$ cat config.mk
export PLATFORM = sky130hd
export DESIGN_NAME = scti_synth_cal_regs
export DESIGN_NICKNAME = d
export VERILOG_FILES = /design/src/rtl/scti_pkg.sv /design/src/rtl/scti_synth_cal_regs.sv
export VERILOG_INCLUDE_DIRS = /design/src /design/src/rtl
export SDC_FILE = /design/constraint.sdc
export NUM_CORES = 1
export LEC_CHECK = 0
export BUFFER_PORTS_ARGS = -buffer_cell sky130_fd_sc_hd__buf_2
export CORE_UTILIZATION = 55
export CTS_BUF_LIST = sky130_fd_sc_hd__clkbuf_16
export DETAILED_ROUTE_END_ITERATION = 8
export PLACE_DENSITY = 0.92
export SYNTH_ARGS = -nofsm -noshare
export SYNTH_HDL_FRONTEND = slang
export SYNTH_SLANG_ARGS = --single-unit
$ cat constraint.sdc
create_clock -name clock -period 2.34 [get_ports clock]
set_clock_uncertainty 0.1 [all_clocks]
set_input_delay 0 -clock clock [delete_from_list [all_inputs] [get_ports clock]]
set_output_delay 0 -clock clock [all_outputs]
set_load 0.02 [all_outputs]
$ cat src/rtl/scti_params.svh
`ifndef SCTI_PARAMS_SVH
`define SCTI_PARAMS_SVH

// ****************************************
// Register addresses
// ****************************************
`define SCTI_ADDR_W            6
`define SCTI_ADDR_PUMP         6'h23
`define SCTI_ADDR_VCO_CURRENT  6'h24
`define SCTI_ADDR_COARSE_TUNE  6'h25
`define SCTI_ADDR_CONTROL      6'h26
`define SCTI_ADDR_RSV_A        6'h29
`define SCTI_ADDR_RSV_B        6'h2A
`define SCTI_ADDR_RSV_C        6'h2B
`define SCTI_ADDR_TEST_TWO     6'h2C
`define SCTI_ADDR_TEST_ONE     6'h2D
`define SCTI_ADDR_TEST_ZERO    6'h2E
`define SCTI_ADDR_PART_ID      6'h30
`define SCTI_ADDR_REV_ID       6'h31

// ****************************************
// Field positions
// ****************************************
`define SCTI_PUMP_CFG_HI       7
`define SCTI_PUMP_CFG_LO       6
`define SCTI_PUMP_EN_HI        5
`define SCTI_PUMP_EN_LO        4
`define SCTI_PUMP_CODE_HI      3
`define SCTI_PUMP_CODE_LO      0
`define SCTI_VCO_CORE_BIT      5
`define SCTI_VCO_CUR_HI        4
`define SCTI_VCO_CUR_LO        0
`define SCTI_COARSE_HI         5
`define SCTI_COARSE_LO         0
`define SCTI_CONTROL_HI        6
`define SCTI_CONTROL_LO        0
`define SCTI_VCO_SEL_EN_BIT    1

// ****************************************
// Reset and wake values
// ****************************************
`define SCTI_RST_PUMP          8'hA9
`define SCTI_RST_VCO_CURRENT   8'h0A
`define SCTI_RST_COARSE_TUNE   8'h20
`define SCTI_RST_CONTROL       8'h0D
`define SCTI_RST_RSV_A         8'h59
`define SCTI_RST_RSV_B         8'h7F
`define SCTI_RST_RSV_C         8'h3F
`define SCTI_RST_TEST_TWO      8'h88
`define SCTI_RST_TEST_ONE      8'h31
`define SCTI_RST_TEST_ZERO     8'h0B
`define SCTI_WAKE_TEST_TWO_RET 8'h81
`define SCTI_WAKE_TEST_ONE_RET 8'h35

// ****************************************
// Used-bit masks
// ****************************************
`define SCTI_MASK_VCO_CURRENT  8'h3F
`define SCTI_MASK_COARSE_TUNE  8'h3F
`define SCTI_MASK_CONTROL      8'h7F

`endif

$ cat src/rtl/scti_pkg.sv
package scti_pkg;

  typedef logic [7:0] scti_byte_t;

  typedef enum logic {
    SCTI_AWAKE,
    SCTI_ASLEEP
  } scti_power_t;

endpackage : scti_pkg

$ cat src/rtl/scti_synth_cal_regs.sv
// Function
// (RQ1) Pump enable field zero skips charge-pump calibration stage; nonzero keeps it.
// (RQ2) Pump calibration result is a four-bit code in low pump bits.
// (RQ3) Software loads pump upper bits with calibration configuration before calibrating.
// (RQ4) VCO register bit five selects high core when one, low when zero.
// (RQ5) Five-bit VCO current field holds calibration result; software may override.
// (RQ6) Six-bit coarse tuning field holds calibration result, software readable and writable.
// (RQ7) VCO selection enable bit includes selection stage when one; resets to one.
// (RQ8) Reserved and test registers lose contents in sleep; rewrite after waking.
// (RQ9) Wake forces second test register internally to 0x88 or 0x81.
// (RQ10) Second test register reads 0x88 after wake regardless of retention.
// (RQ11) Wake forces first test register internally to 0x31 or 0x35.
// (RQ12) First test register reads 0x31 after wake regardless of retention.
// (RQ13) Unused bits read zero and writes to them change nothing.
// (RQ14) Part and revision identification registers are read-only eight-bit values.
`timescale 1ns/1ps
`include "scti_params.svh"

module scti_synth_cal_regs #(
  parameter logic [7:0] PART_ID = 8'h5A,  // Arbitrary value
  parameter logic [7:0] REV_ID  = 8'h0C   // Arbitrary value
) (
  input  wire logic        clock,
  input  wire logic        srst,
  input  wire logic [5:0]  reg_addr,
  input  wire logic        reg_wr_en,
  input  wire logic [7:0]  reg_wr_data,
  input  wire logic        reg_rd_en,
  output logic      [7:0]  reg_rd_data,
  input  wire logic        sleep_request,
  input  wire logic        converter_retention_setting,
  input  wire logic        cal_done,
  input  wire logic [3:0]  cal_pump_code,
  input  wire logic [4:0]  cal_vco_current,
  input  wire logic [5:0]  cal_coarse_tune,
  output logic      [1:0]  pump_cal_config,
  output logic             pump_stage_enable,
  output logic      [3:0]  pump_current_code,
  output logic             oscillator_core_high_select,
  output logic      [4:0]  vco_current_code,
  output logic      [5:0]  coarse_tune_code,
  output logic      [6:0]  cal_control,
  output logic             vco_select_stage_enable,
  output logic      [7:0]  reserved_cfg_a,
  output logic      [7:0]  reserved_cfg_b,
  output logic      [7:0]  reserved_cfg_c,
  output logic      [7:0]  test_two_analog,
  output logic      [7:0]  test_one_analog,
  output logic      [7:0]  test_zero_value,
  output logic             asleep
);

  // ****************************************
  // State
  // ****************************************
  scti_pkg::scti_power_t power_q;
  scti_pkg::scti_power_t power_d;
  scti_pkg::scti_byte_t  pump_q;
  scti_pkg::scti_byte_t  pump_d;
  scti_pkg::scti_byte_t  vco_cur_q;
  scti_pkg::scti_byte_t  vco_cur_d;
  scti_pkg::scti_byte_t  coarse_q;
  scti_pkg::scti_byte_t  coarse_d;
  scti_pkg::scti_byte_t  control_q;
  scti_pkg::scti_byte_t  control_d;
  scti_pkg::scti_byte_t  rsv_a_q;
  scti_pkg::scti_byte_t  rsv_a_d;
  scti_pkg::scti_byte_t  rsv_b_q;
  scti_pkg::scti_byte_t  rsv_b_d;
  scti_pkg::scti_byte_t  rsv_c_q;
  scti_pkg::scti_byte_t  rsv_c_d;
  scti_pkg::scti_byte_t  test_two_q;
  scti_pkg::scti_byte_t  test_two_d;
  scti_pkg::scti_byte_t  test_two_an_q;
  scti_pkg::scti_byte_t  test_two_an_d;
  scti_pkg::scti_byte_t  test_one_q;
  scti_pkg::scti_byte_t  test_one_d;
  scti_pkg::scti_byte_t  test_one_an_q;
  scti_pkg::scti_byte_t  test_one_an_d;
  scti_pkg::scti_byte_t  test_zero_q;
  scti_pkg::scti_byte_t  test_zero_d;
  scti_pkg::scti_byte_t  rd_data_q;
  scti_pkg::scti_byte_t  rd_data_d;
  logic                  pump_stage_q;
  logic                  pump_stage_d;
  logic                  wr_ok;
  logic                  wake;
  logic                  asleep_q;
  logic                  asleep_d;
  scti_pkg::scti_byte_t  wake_two_value;
  scti_pkg::scti_byte_t  wake_one_value;

  function automatic logic addr_hit(input logic [5:0] a, input logic [5:0] target);
    addr_hit = (a == target);
  endfunction : addr_hit

  // ****************************************
  // Power state
  // ****************************************
  always_comb begin
    power_d = power_q;
    wake    = 1'b0;
    case (power_q)
      scti_pkg::SCTI_AWAKE: begin
        if (sleep_request) begin
          power_d = scti_pkg::SCTI_ASLEEP;
        end
      end
      scti_pkg::SCTI_ASLEEP: begin
        if (!sleep_request) begin
          power_d = scti_pkg::SCTI_AWAKE;
          wake    = 1'b1;
        end
      end
      default: begin
        power_d = scti_pkg::SCTI_AWAKE;
      end
    endcase
    asleep_d = (power_d == scti_pkg::SCTI_ASLEEP);
  end

  always_ff @(posedge clock) begin
    if (srst) begin
      power_q  <= scti_pkg::SCTI_AWAKE;
      asleep_q <= 1'b0;
    end else begin
      power_q  <= power_d;
      asleep_q <= asleep_d;
    end
  end

  // ****************************************
  // Wake values
  // ****************************************
  // Readback keeps reset values; only the analog copies see retention
  always_comb begin
    wake_two_value = `SCTI_RST_TEST_TWO;
    wake_one_value = `SCTI_RST_TEST_ONE;
    if (converter_retention_setting) begin
      wake_two_value = `SCTI_WAKE_TEST_TWO_RET;  // [RQ9]
      wake_one_value = `SCTI_WAKE_TEST_ONE_RET;  // [RQ11]
    end
  end

  // ****************************************
  // Register writes
  // ****************************************
  assign wr_ok = reg_wr_en && (power_q == scti_pkg::SCTI_AWAKE);

  always_comb begin
    pump_d     = pump_q;
    vco_cur_d  = vco_cur_q;
    coarse_d   = coarse_q;
    control_d  = control_q;
    rsv_a_d    = rsv_a_q;
    rsv_b_d    = rsv_b_q;
    rsv_c_d    = rsv_c_q;
    test_two_d    = test_two_q;
    test_two_an_d = test_two_an_q;
    test_one_d    = test_one_q;
    test_one_an_d = test_one_an_q;
    test_zero_d   = test_zero_q;
    if (wr_ok) begin
      if (addr_hit(reg_addr, `SCTI_ADDR_PUMP)) begin
        pump_d = reg_wr_data;  // [RQ3]
      end
      if (addr_hit(reg_addr, `SCTI_ADDR_VCO_CURRENT)) begin
        vco_cur_d = reg_wr_data & `SCTI_MASK_VCO_CURRENT;  // [RQ4] [RQ5] [RQ13]
      end
      if (addr_hit(reg_addr, `SCTI_ADDR_COARSE_TUNE)) begin
        coarse_d = reg_wr_data & `SCTI_MASK_COARSE_TUNE;  // [RQ6] [RQ13]
      end
      if (addr_hit(reg_addr, `SCTI_ADDR_CONTROL)) begin
        control_d = reg_wr_data & `SCTI_MASK_CONTROL;  // [RQ13]
      end
      if (addr_hit(reg_addr, `SCTI_ADDR_RSV_A)) begin
        rsv_a_d = reg_wr_data;
      end
      if (addr_hit(reg_addr, `SCTI_ADDR_RSV_B)) begin
        rsv_b_d = reg_wr_data;
      end
      if (addr_hit(reg_addr, `SCTI_ADDR_RSV_C)) begin
        rsv_c_d = reg_wr_data;
      end
      if (addr_hit(reg_addr, `SCTI_ADDR_TEST_TWO)) begin
        test_two_d    = reg_wr_data;
        test_two_an_d = reg_wr_data;
      end
      if (addr_hit(reg_addr, `SCTI_ADDR_TEST_ONE)) begin
        test_one_d    = reg_wr_data;
        test_one_an_d = reg_wr_data;
      end
      if (addr_hit(reg_addr, `SCTI_ADDR_TEST_ZERO)) begin
        test_zero_d = reg_wr_data;  // [RQ7]
      end
    end
    // Calibration results win over a software write in the same cycle
    if (cal_done) begin
      pump_d[`SCTI_PUMP_CODE_HI:`SCTI_PUMP_CODE_LO] = cal_pump_code;  // [RQ2]
      vco_cur_d[`SCTI_VCO_CUR_HI:`SCTI_VCO_CUR_LO]  = cal_vco_current;  // [RQ5]
      coarse_d[`SCTI_COARSE_HI:`SCTI_COARSE_LO]     = cal_coarse_tune;  // [RQ6]
    end
    // Volatile group restored on wake; analog copies forced by retention
    if (wake) begin
      rsv_a_d = `SCTI_RST_RSV_A;  // [RQ8]
      rsv_b_d = `SCTI_RST_RSV_B;  // [RQ8]
      rsv_c_d = `SCTI_RST_RSV_C;  // [RQ8]
      test_zero_d   = `SCTI_RST_TEST_ZERO;  // [RQ8]
      test_two_d    = `SCTI_RST_TEST_TWO;  // [RQ10]
      test_one_d    = `SCTI_RST_TEST_ONE;  // [RQ12]
      test_two_an_d = wake_two_value;  // [RQ9]
      test_one_an_d = wake_one_value;  // [RQ11]
    end
  end

  always_comb begin
    pump_stage_d = (pump_d[`SCTI_PUMP_EN_HI:`SCTI_PUMP_EN_LO] != 2'b00);  // [RQ1]
  end

  always_ff @(posedge clock) begin
    if (srst) begin
      pump_q       <= `SCTI_RST_PUMP;
      vco_cur_q    <= `SCTI_RST_VCO_CURRENT;
      coarse_q     <= `SCTI_RST_COARSE_TUNE;
      control_q    <= `SCTI_RST_CONTROL;
      rsv_a_q      <= `SCTI_RST_RSV_A;
      rsv_b_q      <= `SCTI_RST_RSV_B;
      rsv_c_q      <= `SCTI_RST_RSV_C;
      test_two_q    <= `SCTI_RST_TEST_TWO;
      test_two_an_q <= `SCTI_RST_TEST_TWO;
      test_one_q    <= `SCTI_RST_TEST_ONE;
      test_one_an_q <= `SCTI_RST_TEST_ONE;
      test_zero_q   <= `SCTI_RST_TEST_ZERO;
      pump_stage_q <= 1'b1;
    end else begin
      pump_q       <= pump_d;
      vco_cur_q    <= vco_cur_d;
      coarse_q     <= coarse_d;
      control_q    <= control_d;
      rsv_a_q      <= rsv_a_d;
      rsv_b_q      <= rsv_b_d;
      rsv_c_q      <= rsv_c_d;
      test_two_q    <= test_two_d;
      test_two_an_q <= test_two_an_d;
      test_one_q    <= test_one_d;
      test_one_an_q <= test_one_an_d;
      test_zero_q   <= test_zero_d;
      pump_stage_q <= pump_stage_d;
    end
  end

  // ****************************************
  // Register reads
  // ****************************************
  always_comb begin
    rd_data_d = rd_data_q;
    if (reg_rd_en) begin
      rd_data_d = 8'h00;  // [RQ13]
      case (reg_addr)
        `SCTI_ADDR_PUMP:        rd_data_d = pump_q;
        `SCTI_ADDR_VCO_CURRENT: rd_data_d = vco_cur_q & `SCTI_MASK_VCO_CURRENT;  // [RQ13]
        `SCTI_ADDR_COARSE_TUNE: rd_data_d = coarse_q & `SCTI_MASK_COARSE_TUNE;   // [RQ13]
        `SCTI_ADDR_CONTROL:     rd_data_d = control_q & `SCTI_MASK_CONTROL;      // [RQ13]
        `SCTI_ADDR_RSV_A:       rd_data_d = rsv_a_q;
        `SCTI_ADDR_RSV_B:       rd_data_d = rsv_b_q;
        `SCTI_ADDR_RSV_C:       rd_data_d = rsv_c_q;
        `SCTI_ADDR_TEST_TWO:    rd_data_d = test_two_q;  // [RQ10]
        `SCTI_ADDR_TEST_ONE:    rd_data_d = test_one_q;  // [RQ12]
        `SCTI_ADDR_TEST_ZERO:   rd_data_d = test_zero_q;
        `SCTI_ADDR_PART_ID:     rd_data_d = PART_ID;  // [RQ14]
        `SCTI_ADDR_REV_ID:      rd_data_d = REV_ID;   // [RQ14]
        default:                rd_data_d = 8'h00;
      endcase
    end
  end

  always_ff @(posedge clock) begin
    if (srst) begin
      rd_data_q <= 8'h00;
    end else begin
      rd_data_q <= rd_data_d;
    end
  end

  // ****************************************
  // Outputs
  // ****************************************
  assign reg_rd_data                 = rd_data_q;
  assign pump_cal_config             = pump_q[`SCTI_PUMP_CFG_HI:`SCTI_PUMP_CFG_LO];
  assign pump_stage_enable           = pump_stage_q;
  assign pump_current_code           = pump_q[`SCTI_PUMP_CODE_HI:`SCTI_PUMP_CODE_LO];
  assign oscillator_core_high_select = vco_cur_q[`SCTI_VCO_CORE_BIT];  // [RQ4]
  assign vco_current_code            = vco_cur_q[`SCTI_VCO_CUR_HI:`SCTI_VCO_CUR_LO];
  assign coarse_tune_code            = coarse_q[`SCTI_COARSE_HI:`SCTI_COARSE_LO];
  assign cal_control                 = control_q[`SCTI_CONTROL_HI:`SCTI_CONTROL_LO];
  assign vco_select_stage_enable     = test_zero_q[`SCTI_VCO_SEL_EN_BIT];  // [RQ7]
  assign reserved_cfg_a              = rsv_a_q;
  assign reserved_cfg_b              = rsv_b_q;
  assign reserved_cfg_c              = rsv_c_q;
  assign test_two_analog             = test_two_an_q;
  assign test_one_analog             = test_one_an_q;
  assign test_zero_value             = test_zero_q;
  assign asleep                      = asleep_q;

endmodule : scti_synth_cal_regs

== Yosys cells after proc, flatten, opt, wreduce, memory -nomap -nowiden ==
Cells that the tools add are included.

* Register bits after elaboration: 101
* Input bits: 36
* Output and inout bits: 84
* Word-level logic and storage cells: 76

* Eq/ne operators: 12
* Muxes and demuxes: 21
* Bitwise operators: 1
* Reductions and logical operators: 24

{| class="wikitable"
|+ Operator list
! cell !! number
|-
| 8-bit one-hot mux with 12 select lines || 1
|-
| 6-bit equality test (second input constant) || 12
|-
| 8-bit two-way mux || 6
|-
| 6-bit two-way mux || 5
|-
| 2-bit AND reduction || 14
|-
| 2-bit nonzero test || 8
|-
| 5-bit two-way mux || 3
|-
| 4-bit two-way mux || 2
|-
| 1-bit two-way mux || 3
|-
| 3-bit two-way mux || 1
|-
| 2-bit OR reduction || 1
|-
| 1-bit logical AND || 1
|-
| 1-bit NOT || 1
|}

== Logic depth before layout (Yosys ltp) ==
Gate-level depths: netlist of the first run.

* Word-level depth: 4
* Mapped depth: 8
* Gate-level depth less buffers: 5

== Least setup slack after synthesis of the first run ==
Ideal clock, no wire load.

* Path type: flip-flop to flip-flop
* Start point: reg asleep (netlist name)
* End point: reg test_one_q[1]
* Library setup time: 0.132 ns
* Data arrival time: 1.463 ns
* Required time: 2.108 ns
* Path slack: 0.645 ns
* Stages on the path, launching flop included: 7
* Buffers on the path: 2
* Period minus slack after synthesis: 1.695 ns
* Cells stage by stage: dfxtp_1 > nand2b_1 > or3_1 > clkbuf_1 > buf_2 > nand2_1 > a21oi_1

{| class="wikitable"
|+ RTL lines
! what !! RTL line !! RTL
|-
| end signal: assignment || scti_synth_cal_regs.sv:231 || <nowiki>test_one_q <= `SCTI_RST_TEST_ONE;</nowiki>
|-
| end signal: assignment || scti_synth_cal_regs.sv:245 || <nowiki>test_one_q <= test_one_d;</nowiki>
|-
| end: declaration || scti_synth_cal_regs.sv:76 || <nowiki>scti_pkg::scti_byte_t test_one_q;</nowiki>
|}

==> impl_metrics.py, run 1 <==
metrics = {
    "die": {
        "row_count": 33,
        "die_area_sq_um": 8970,
        "ios": 120,
        "core-area_sq_um": 8260,
        "dieWidth_microns": 94.7,
        "initial_core_util": 0.572,
        "die_y_microns": 94.7,
    },
    "cts": {
        "root_buffer": "clkbuf_16",
        "clock-sinks": 101,
        "cts_buffers": 9,
        "cts_tree": "done",
        "cts.clk_slew.worst_paths_ps": 70,
        "cts_max_level": 3,
        "clk_latency_ps": 340,
        "cts_buffer_depth": 2,
    },
    "detailed_routing": {
        "vias_per_cell": 6.20,
        "drtPass1Iterations": 5,
        "wl_mm": 15.2,
        "drtIter0Drc": 474,
        "drtAntennaViolNets": 0,
        "vias": 4675,
        "drc_errors": 0,
        "wl_per_cell_microns": 20.1,
    },
    "logic_synthesis": {
        "synthCells": 521,
        "synth_flop_cell": "dfxtp_1",
        "netlist_top_cells_area": "dfxtp_1, mux2i_1, nand2_1",
        "syn_area_sq_um": 4730,
        "yosys.area.top_type": "dfxtp_1",
        "synth-seq-cells": 101,
        "yosys_warnings": 0,
        "yosysUniqueCellTypes": 60,
        "synth_top_area_frac": 0.428,
        "synth.net_count": 557,
        "synth_edf_count": 0,
        "avgSynthCellArea_sq_um": 9.07,
        "yosysSeqAreaShare": 0.428,
        "synthArstFlopShare": 0,
    },
    "sta": {
        "setup_ws_ps": 536,
        "fmax_mhz": 554,
        "fin_crit_sh": 0.771,
        "finalSetupTns_ps": 0,
        "slew_violations": 0,
        "worst_slew_pin_slew_ps": 662,
        "hold_viol": 0,
        "slew_headroom": 0.559,
        "setup_viol": 0,
        "rsz0062_at_grt": "no",
        "timing.hold.ws_ps": 56.5,
        "min_period_ps": 1800,
    },
    "setup_path": {
        "cp.arrival_ps": 1920,
        "worst-setup-path-type": "reg2reg",
        "startpoint_type": "register",
        "required_ps": 2460,
        "critPathCaptureType": "register",
        "r2r_slack_ps": 540,
        "worstPathMaxFanout": 8,
    },
    "cells_and_area": {
        "final_nets": 680,
        "layout-drive-gt1-share": 0.276,
        "nFillCells": 617,
        "final_common_cell": "buf_2",
        "diodes": 0,
        "most-common-layout-cells": "buf_2, dfxtp_1, nand2_1, mux2i_1, nor2_1",
        "area_growth_pct": 23.8,
    },
    "grt": {
        "grt_usage": 0.342,
        "grt_pass1_wl_mm": 22.9,
        "grt_overflow": 0,
        "grt_start_max_net_pins": 41,
        "grt_antenna_before_repair": 0,
        "grt_pass1_vias": 4456,
    },
    "min_path": {
        "hp-class": "in2reg",
    },
    "placement": {
        "port_buffers": 119,
        "hpwl_mm": 10.4,
        "post-place-ws_ps": 439,
        "place.gp.congestion": 0.962,
    },
    "power_and_ir_drop": {
        "powerDensity_nw_per_um2": 628,
        "p_leak_uw": 0.00255,
        "ir_drop_uv": 451,
    },
    "job": {
        "max_cap_violations": 0,
    },
    "outcome": {
        "status": "complete, no violations",
    },
}
## per-stage QoR
stage          std cells  area (sq um)  total power, uW  utilization
5_1_grt              754          5850             3770        0.709
3_3_place_gp         711          5280             2140        0.640
3_5_place_dp         711          5280             2150        0.640
6_report             754          5850             3670        0.709
2_1_floorplan        521          4730             2030            -
4_1_cts              754          5850             3660        0.709
## metal layers
metal  share of wire  vias to the layer above  GRT usage
met5               0                        -          0
met4           0.030                        0      0.135
met3           0.095                       49     0.0556
met2            0.48                      317      0.562
met1            0.40                     2228      0.447
li1                -                     2081          -
## where the power goes
part | switching [uW] | internal [uW]
combinational | 236 | 154
clock | 684 | 836
sequential | 22.6 | 1740
total | 942 | 2730
## critical path, stage by stage (launching register included)
cell and delay, ps:
dfxtp_1 330, nand2b_1 260, nor3_4 620, mux2i_1 290, nand2_1 90
## Yosys cell counts, types with 4 or more instances
cell type and instances:
a21oi_1 34, clkbuf_1 20, mux2_2 16, a211oi_1 5, buf_2 8, and3_1 5
buf_4 11, a211o_1 5, nand3_1 18, a31oi_1 4, nor3b_1 4, mux2i_1 57
nor3_1 5, a22oi_1 4, nor2_1 36, dfxtp_1 101, a221oi_1 9, nor2b_1 10
nand2_1 99, nand2b_1 8
## worst paths after layout
check                startpoint            endpoint  cells after the start
max                      asleep   reserved_cfg_c[1]                      4
min                    cal_done        vco_cur_q[3]                      3
max reg2reg              asleep   reserved_cfg_c[1]                      4
min reg2reg  test_one_analog[4]  test_one_analog[4]                      2
## registers in the layout, summed over array words and instances, names as in the netlist
register,cells
asleep,1
coarse_q,6
control_q,7
pump_q,8
pump_stage_enable,1
reg_rd_data,8
reserved_cfg_a,8
reserved_cfg_b,8
reserved_cfg_c,8
test_one_analog,8
test_one_q,8
test_two_analog,8
test_two_q,8
test_zero_value,8
vco_cur_q,6
## area by class of cell
cell class                 count  area [sq um]  area share
multi-input combinational    370          2420       0.413
sequential                   101          2020       0.346
timing repair buffer         158           968       0.165
clock buffer                   9           225      0.0385
tap                          105           131      0.0225
clock inverter                 7          73.8      0.0126
inverter                       4          15.0     0.00257
## timing repair
action | in CTS | in global routing
resized for setup | 0 | 0
hold buffers | 27 | 0
buffers inserted | 0 | 0
endpoints found under the hold margin | 64 | 0
setup endpoints to repair | 0 | 0
## kinds of logic after synthesis
| logic type | share of synthesized area |
|---|---|
| flip-flops | 0.428 |
| multiplexers | 0.159 |
| buffers and inverters | 0.0609 |
| AND/OR/NAND/NOR | 0.226 |
| AO/OA/AOI/OAI | 0.127 |
(Power assumes the default switching activity.)
==> run 2: changes to the inputs <==
--- a/config.mk
+++ b/config.mk
@@ -7,10 +7,10 @@
 export NUM_CORES = 1
 export LEC_CHECK = 0
 export BUFFER_PORTS_ARGS = -buffer_cell sky130_fd_sc_hd__buf_2
-export CORE_UTILIZATION = 55
+export CORE_UTILIZATION = 53
 export CTS_BUF_LIST = sky130_fd_sc_hd__clkbuf_16
 export DETAILED_ROUTE_END_ITERATION = 8
-export PLACE_DENSITY = 0.92
+export PLACE_DENSITY = 0.9
 export SYNTH_ARGS = -nofsm -noshare
 export SYNTH_HDL_FRONTEND = slang
 export SYNTH_SLANG_ARGS = --single-unit
==> constraint.sdc (replaced) <==
create_clock -name clock -period 1.68 [get_ports clock]
set_clock_uncertainty 0.1 [all_clocks]
set_input_delay 0 -clock clock [delete_from_list [all_inputs] [get_ports clock]]
set_output_delay 0 -clock clock [all_outputs]
set_load 0.02 [all_outputs]
==> impl_metrics.py, run 2 (same netlist as run 1, synthesis figures left out) <==
metrics = {
    "cells_and_area": {
        "multi_input_area_sq_um": 2470,
        "layout-drive-gt1-share": 0.321,
        "most-common-layout-cells": "buf_2, dfxtp_1, nand2_1, mux2i_1, buf_4",
        "layout.cells.non_filler": 793,
        "area_growth_pct": 31.4,
        "design_area_sq_um": 6210,
        "final_common_cell": "buf_2",
        "diodes": 0,
        "final_nets": 716,
        "nFillCells": 640,
        "regArea_sq_um": 2020,
    },
    "grt": {
        "grt_start_max_net_pins": 37,
        "grt_overflow": 0,
        "grt_pass1_wl_mm": 23.7,
        "grt_pass1_vias": 4345,
        "grt_antenna_before_repair": 0,
        "grt_usage": 0.353,
    },
    "setup_path": {
        "cpMaxStageDelayCell": "dfxtp_1",
        "crit_chain": "mux2_2, a22oi_1, buf_4, o2111ai_1, a311oi_1, a211oi_1",
        "cp.buffers_inverters": 1,
        "rr_worst_depth": 6,
        "startpoint_type": "register",
        "path_delay_family": "compound AO/OA/AOI/OAI gates",
        "slowest_delay_ps": 350,
        "required_ps": 1790,
        "critPathCaptureType": "register",
        "r2r_slack_ps": 50,
        "rr_startpoint": "reserved_cfg_a[5]",
        "worstPathMaxFanout": 3,
        "crit-reg2reg-capture": "reg_rd_data[5]",
        "cp.arrival_ps": 1730,
        "worst-setup-path-type": "reg2reg",
    },
    "placement": {
        "dp_cells": 746,
        "place_area_sq_um": 5550,
        "post-place-ws_ps": -87.7,
        "port_buffers": 119,
        "hpwl_mm": 11.4,
        "place.gp.congestion": 0.992,
    },
    "cts": {
        "cts_buffer_depth": 2,
        "clock-sinks": 101,
        "cts_buffers": 9,
        "clk_latency_ps": 350,
        "cts_max_level": 3,
        "cts.clk_slew.worst_paths_ps": 70,
        "cts_tree": "done",
        "root_buffer": "clkbuf_16",
    },
    "detailed_routing": {
        "wl_mm": 16.3,
        "drtPass1Iterations": 5,
        "topRoutingLayerUsed": "met4",
        "wl_per_cell_microns": 20.6,
        "wl_met2_mm": 7.77,
        "vias": 4825,
        "vias_per_cell": 6.08,
        "drtIter0Drc": 451,
        "drc_errors": 0,
        "wl_met1_mm": 6.43,
        "drtAntennaViolNets": 0,
        "met3WireLength_mm": 1.55,
    },
    "die": {
        "die_area_sq_um": 9300,
        "dieWidth_microns": 96.4,
        "ios": 120,
        "die_y_microns": 96.4,
        "initial_core_util": 0.545,
        "core-area_sq_um": 8680,
        "row_count": 34,
    },
    "outcome": {
        "status": "complete, no violations",
    },
    "power_and_ir_drop": {
        "p_leak_uw": 0.00275,
        "swShare": 0.268,
        "p_switching_uw": 1360,
        "report.power.total_uw": 5080,
        "seq_power_share": 0.485,
        "p_clk_frac": 0.394,
        "powerDensity_nw_per_um2": 818,
        "ir_drop_uv": 517,
        "combPwrFrac": 0.121,
        "p_int_uw": 3720,
    },
    "sta": {
        "min_period_ps": 1630,
        "setup_viol": 0,
        "finalSetupTns_ps": 0,
        "slew_violations": 0,
        "hold_viol": 0,
        "worst_slew_pin_slew_ps": 495,
        "fmax_mhz": 615,
        "slew_headroom": 0.670,
        "fin_crit_sh": 0.968,
        "setup_ws_ps": 53.7,
        "rsz0062_at_grt": "no",
    },
    "min_path": {
        "hold_depth": 3,
        "hp-class": "in2reg",
        "hold_start": "cal_done",
        "hold-path-endpoint": "vco_cur_q[3]",
    },
    "job": {
        "max_cap_violations": 0,
    },
}
run 2: cell types whose count changed in the layout (fill, tap and decap cells not counted), sizes merged:
cell / before / now
dlygate4sd3: 27 / 29
buf: 131 / 165
clkinvlp: 1 / 0
clkinv: 4 / 3
inv: 5 / 8
bufinv: 1 / 0
run 2: through the flow:
stage,hold WS (ps),utilization
after floorplan,21.5,-
final,60.0,0.716
after CTS,58.5,0.707
after global placement,128,0.640
after detailed placement,145,0.640
after global routing,86.3,0.716
run 2: area by class of cell:
cell class | count | share of cell area
well taps | 108 | 0.0218
multi-input cells | 370 | 0.398
inverters | 4 | 0.00242
clock buffers | 9 | 0.0363
repair buffers | 194 | 0.207
clock inverters | 7 | 0.00907
flip-flops and latches | 101 | 0.326
run 2: power by group through the flow:
stage	logic, uW	clock network (uW)	registers (uW)
floorplan	299	0	2530
global placement	524	0	2510
detailed placement	534	0	2510
CTS	588	2010	2460
global route	648	2120	2460
finish	615	2000	2460
run 2: metal layers:
metal | global-route usage | vias up
li1 | - | 2149
met1 | 0.464 | 2290
met2 | 0.576 | 324
met3 | 0.0603 | 62
met4 | 0.146 | 0
met5 | 0 | -
run 2: what timing repair did:
item                                   in CTS  in global routing
pin swaps                                   0                  3
hold buffers                               29                  0
setup buffers                               0                  2
endpoints found under the hold margin      58                  0
setup endpoints to repair                   3                 29
gates resized for setup                     3                  8
run 2: worst max path at each step:
stage / start / depth (start not counted) / slack [ps] / to
finish: reserved_cfg_a[5] / 6 / 50 / reg_rd_data[5]
global route: reserved_cfg_a[5] / 6 / 9 / reg_rd_data[5]
CTS: asleep / 6 / 20 / reserved_cfg_c[1]
detailed placement: reg_addr[2] / 6 / -90 / reg_rd_data[4]
global placement: reg_addr[3] / 7 / -10 / reg_rd_data[4]
floorplan: asleep / 6 / 9 / test_one_q[1]
run 2: worst min-delay path, delay by kind of cell:
family	cells	cell delay, ps
muxes	1	170
and+or+nand+nor	1	60
buffers and inverters	1	240
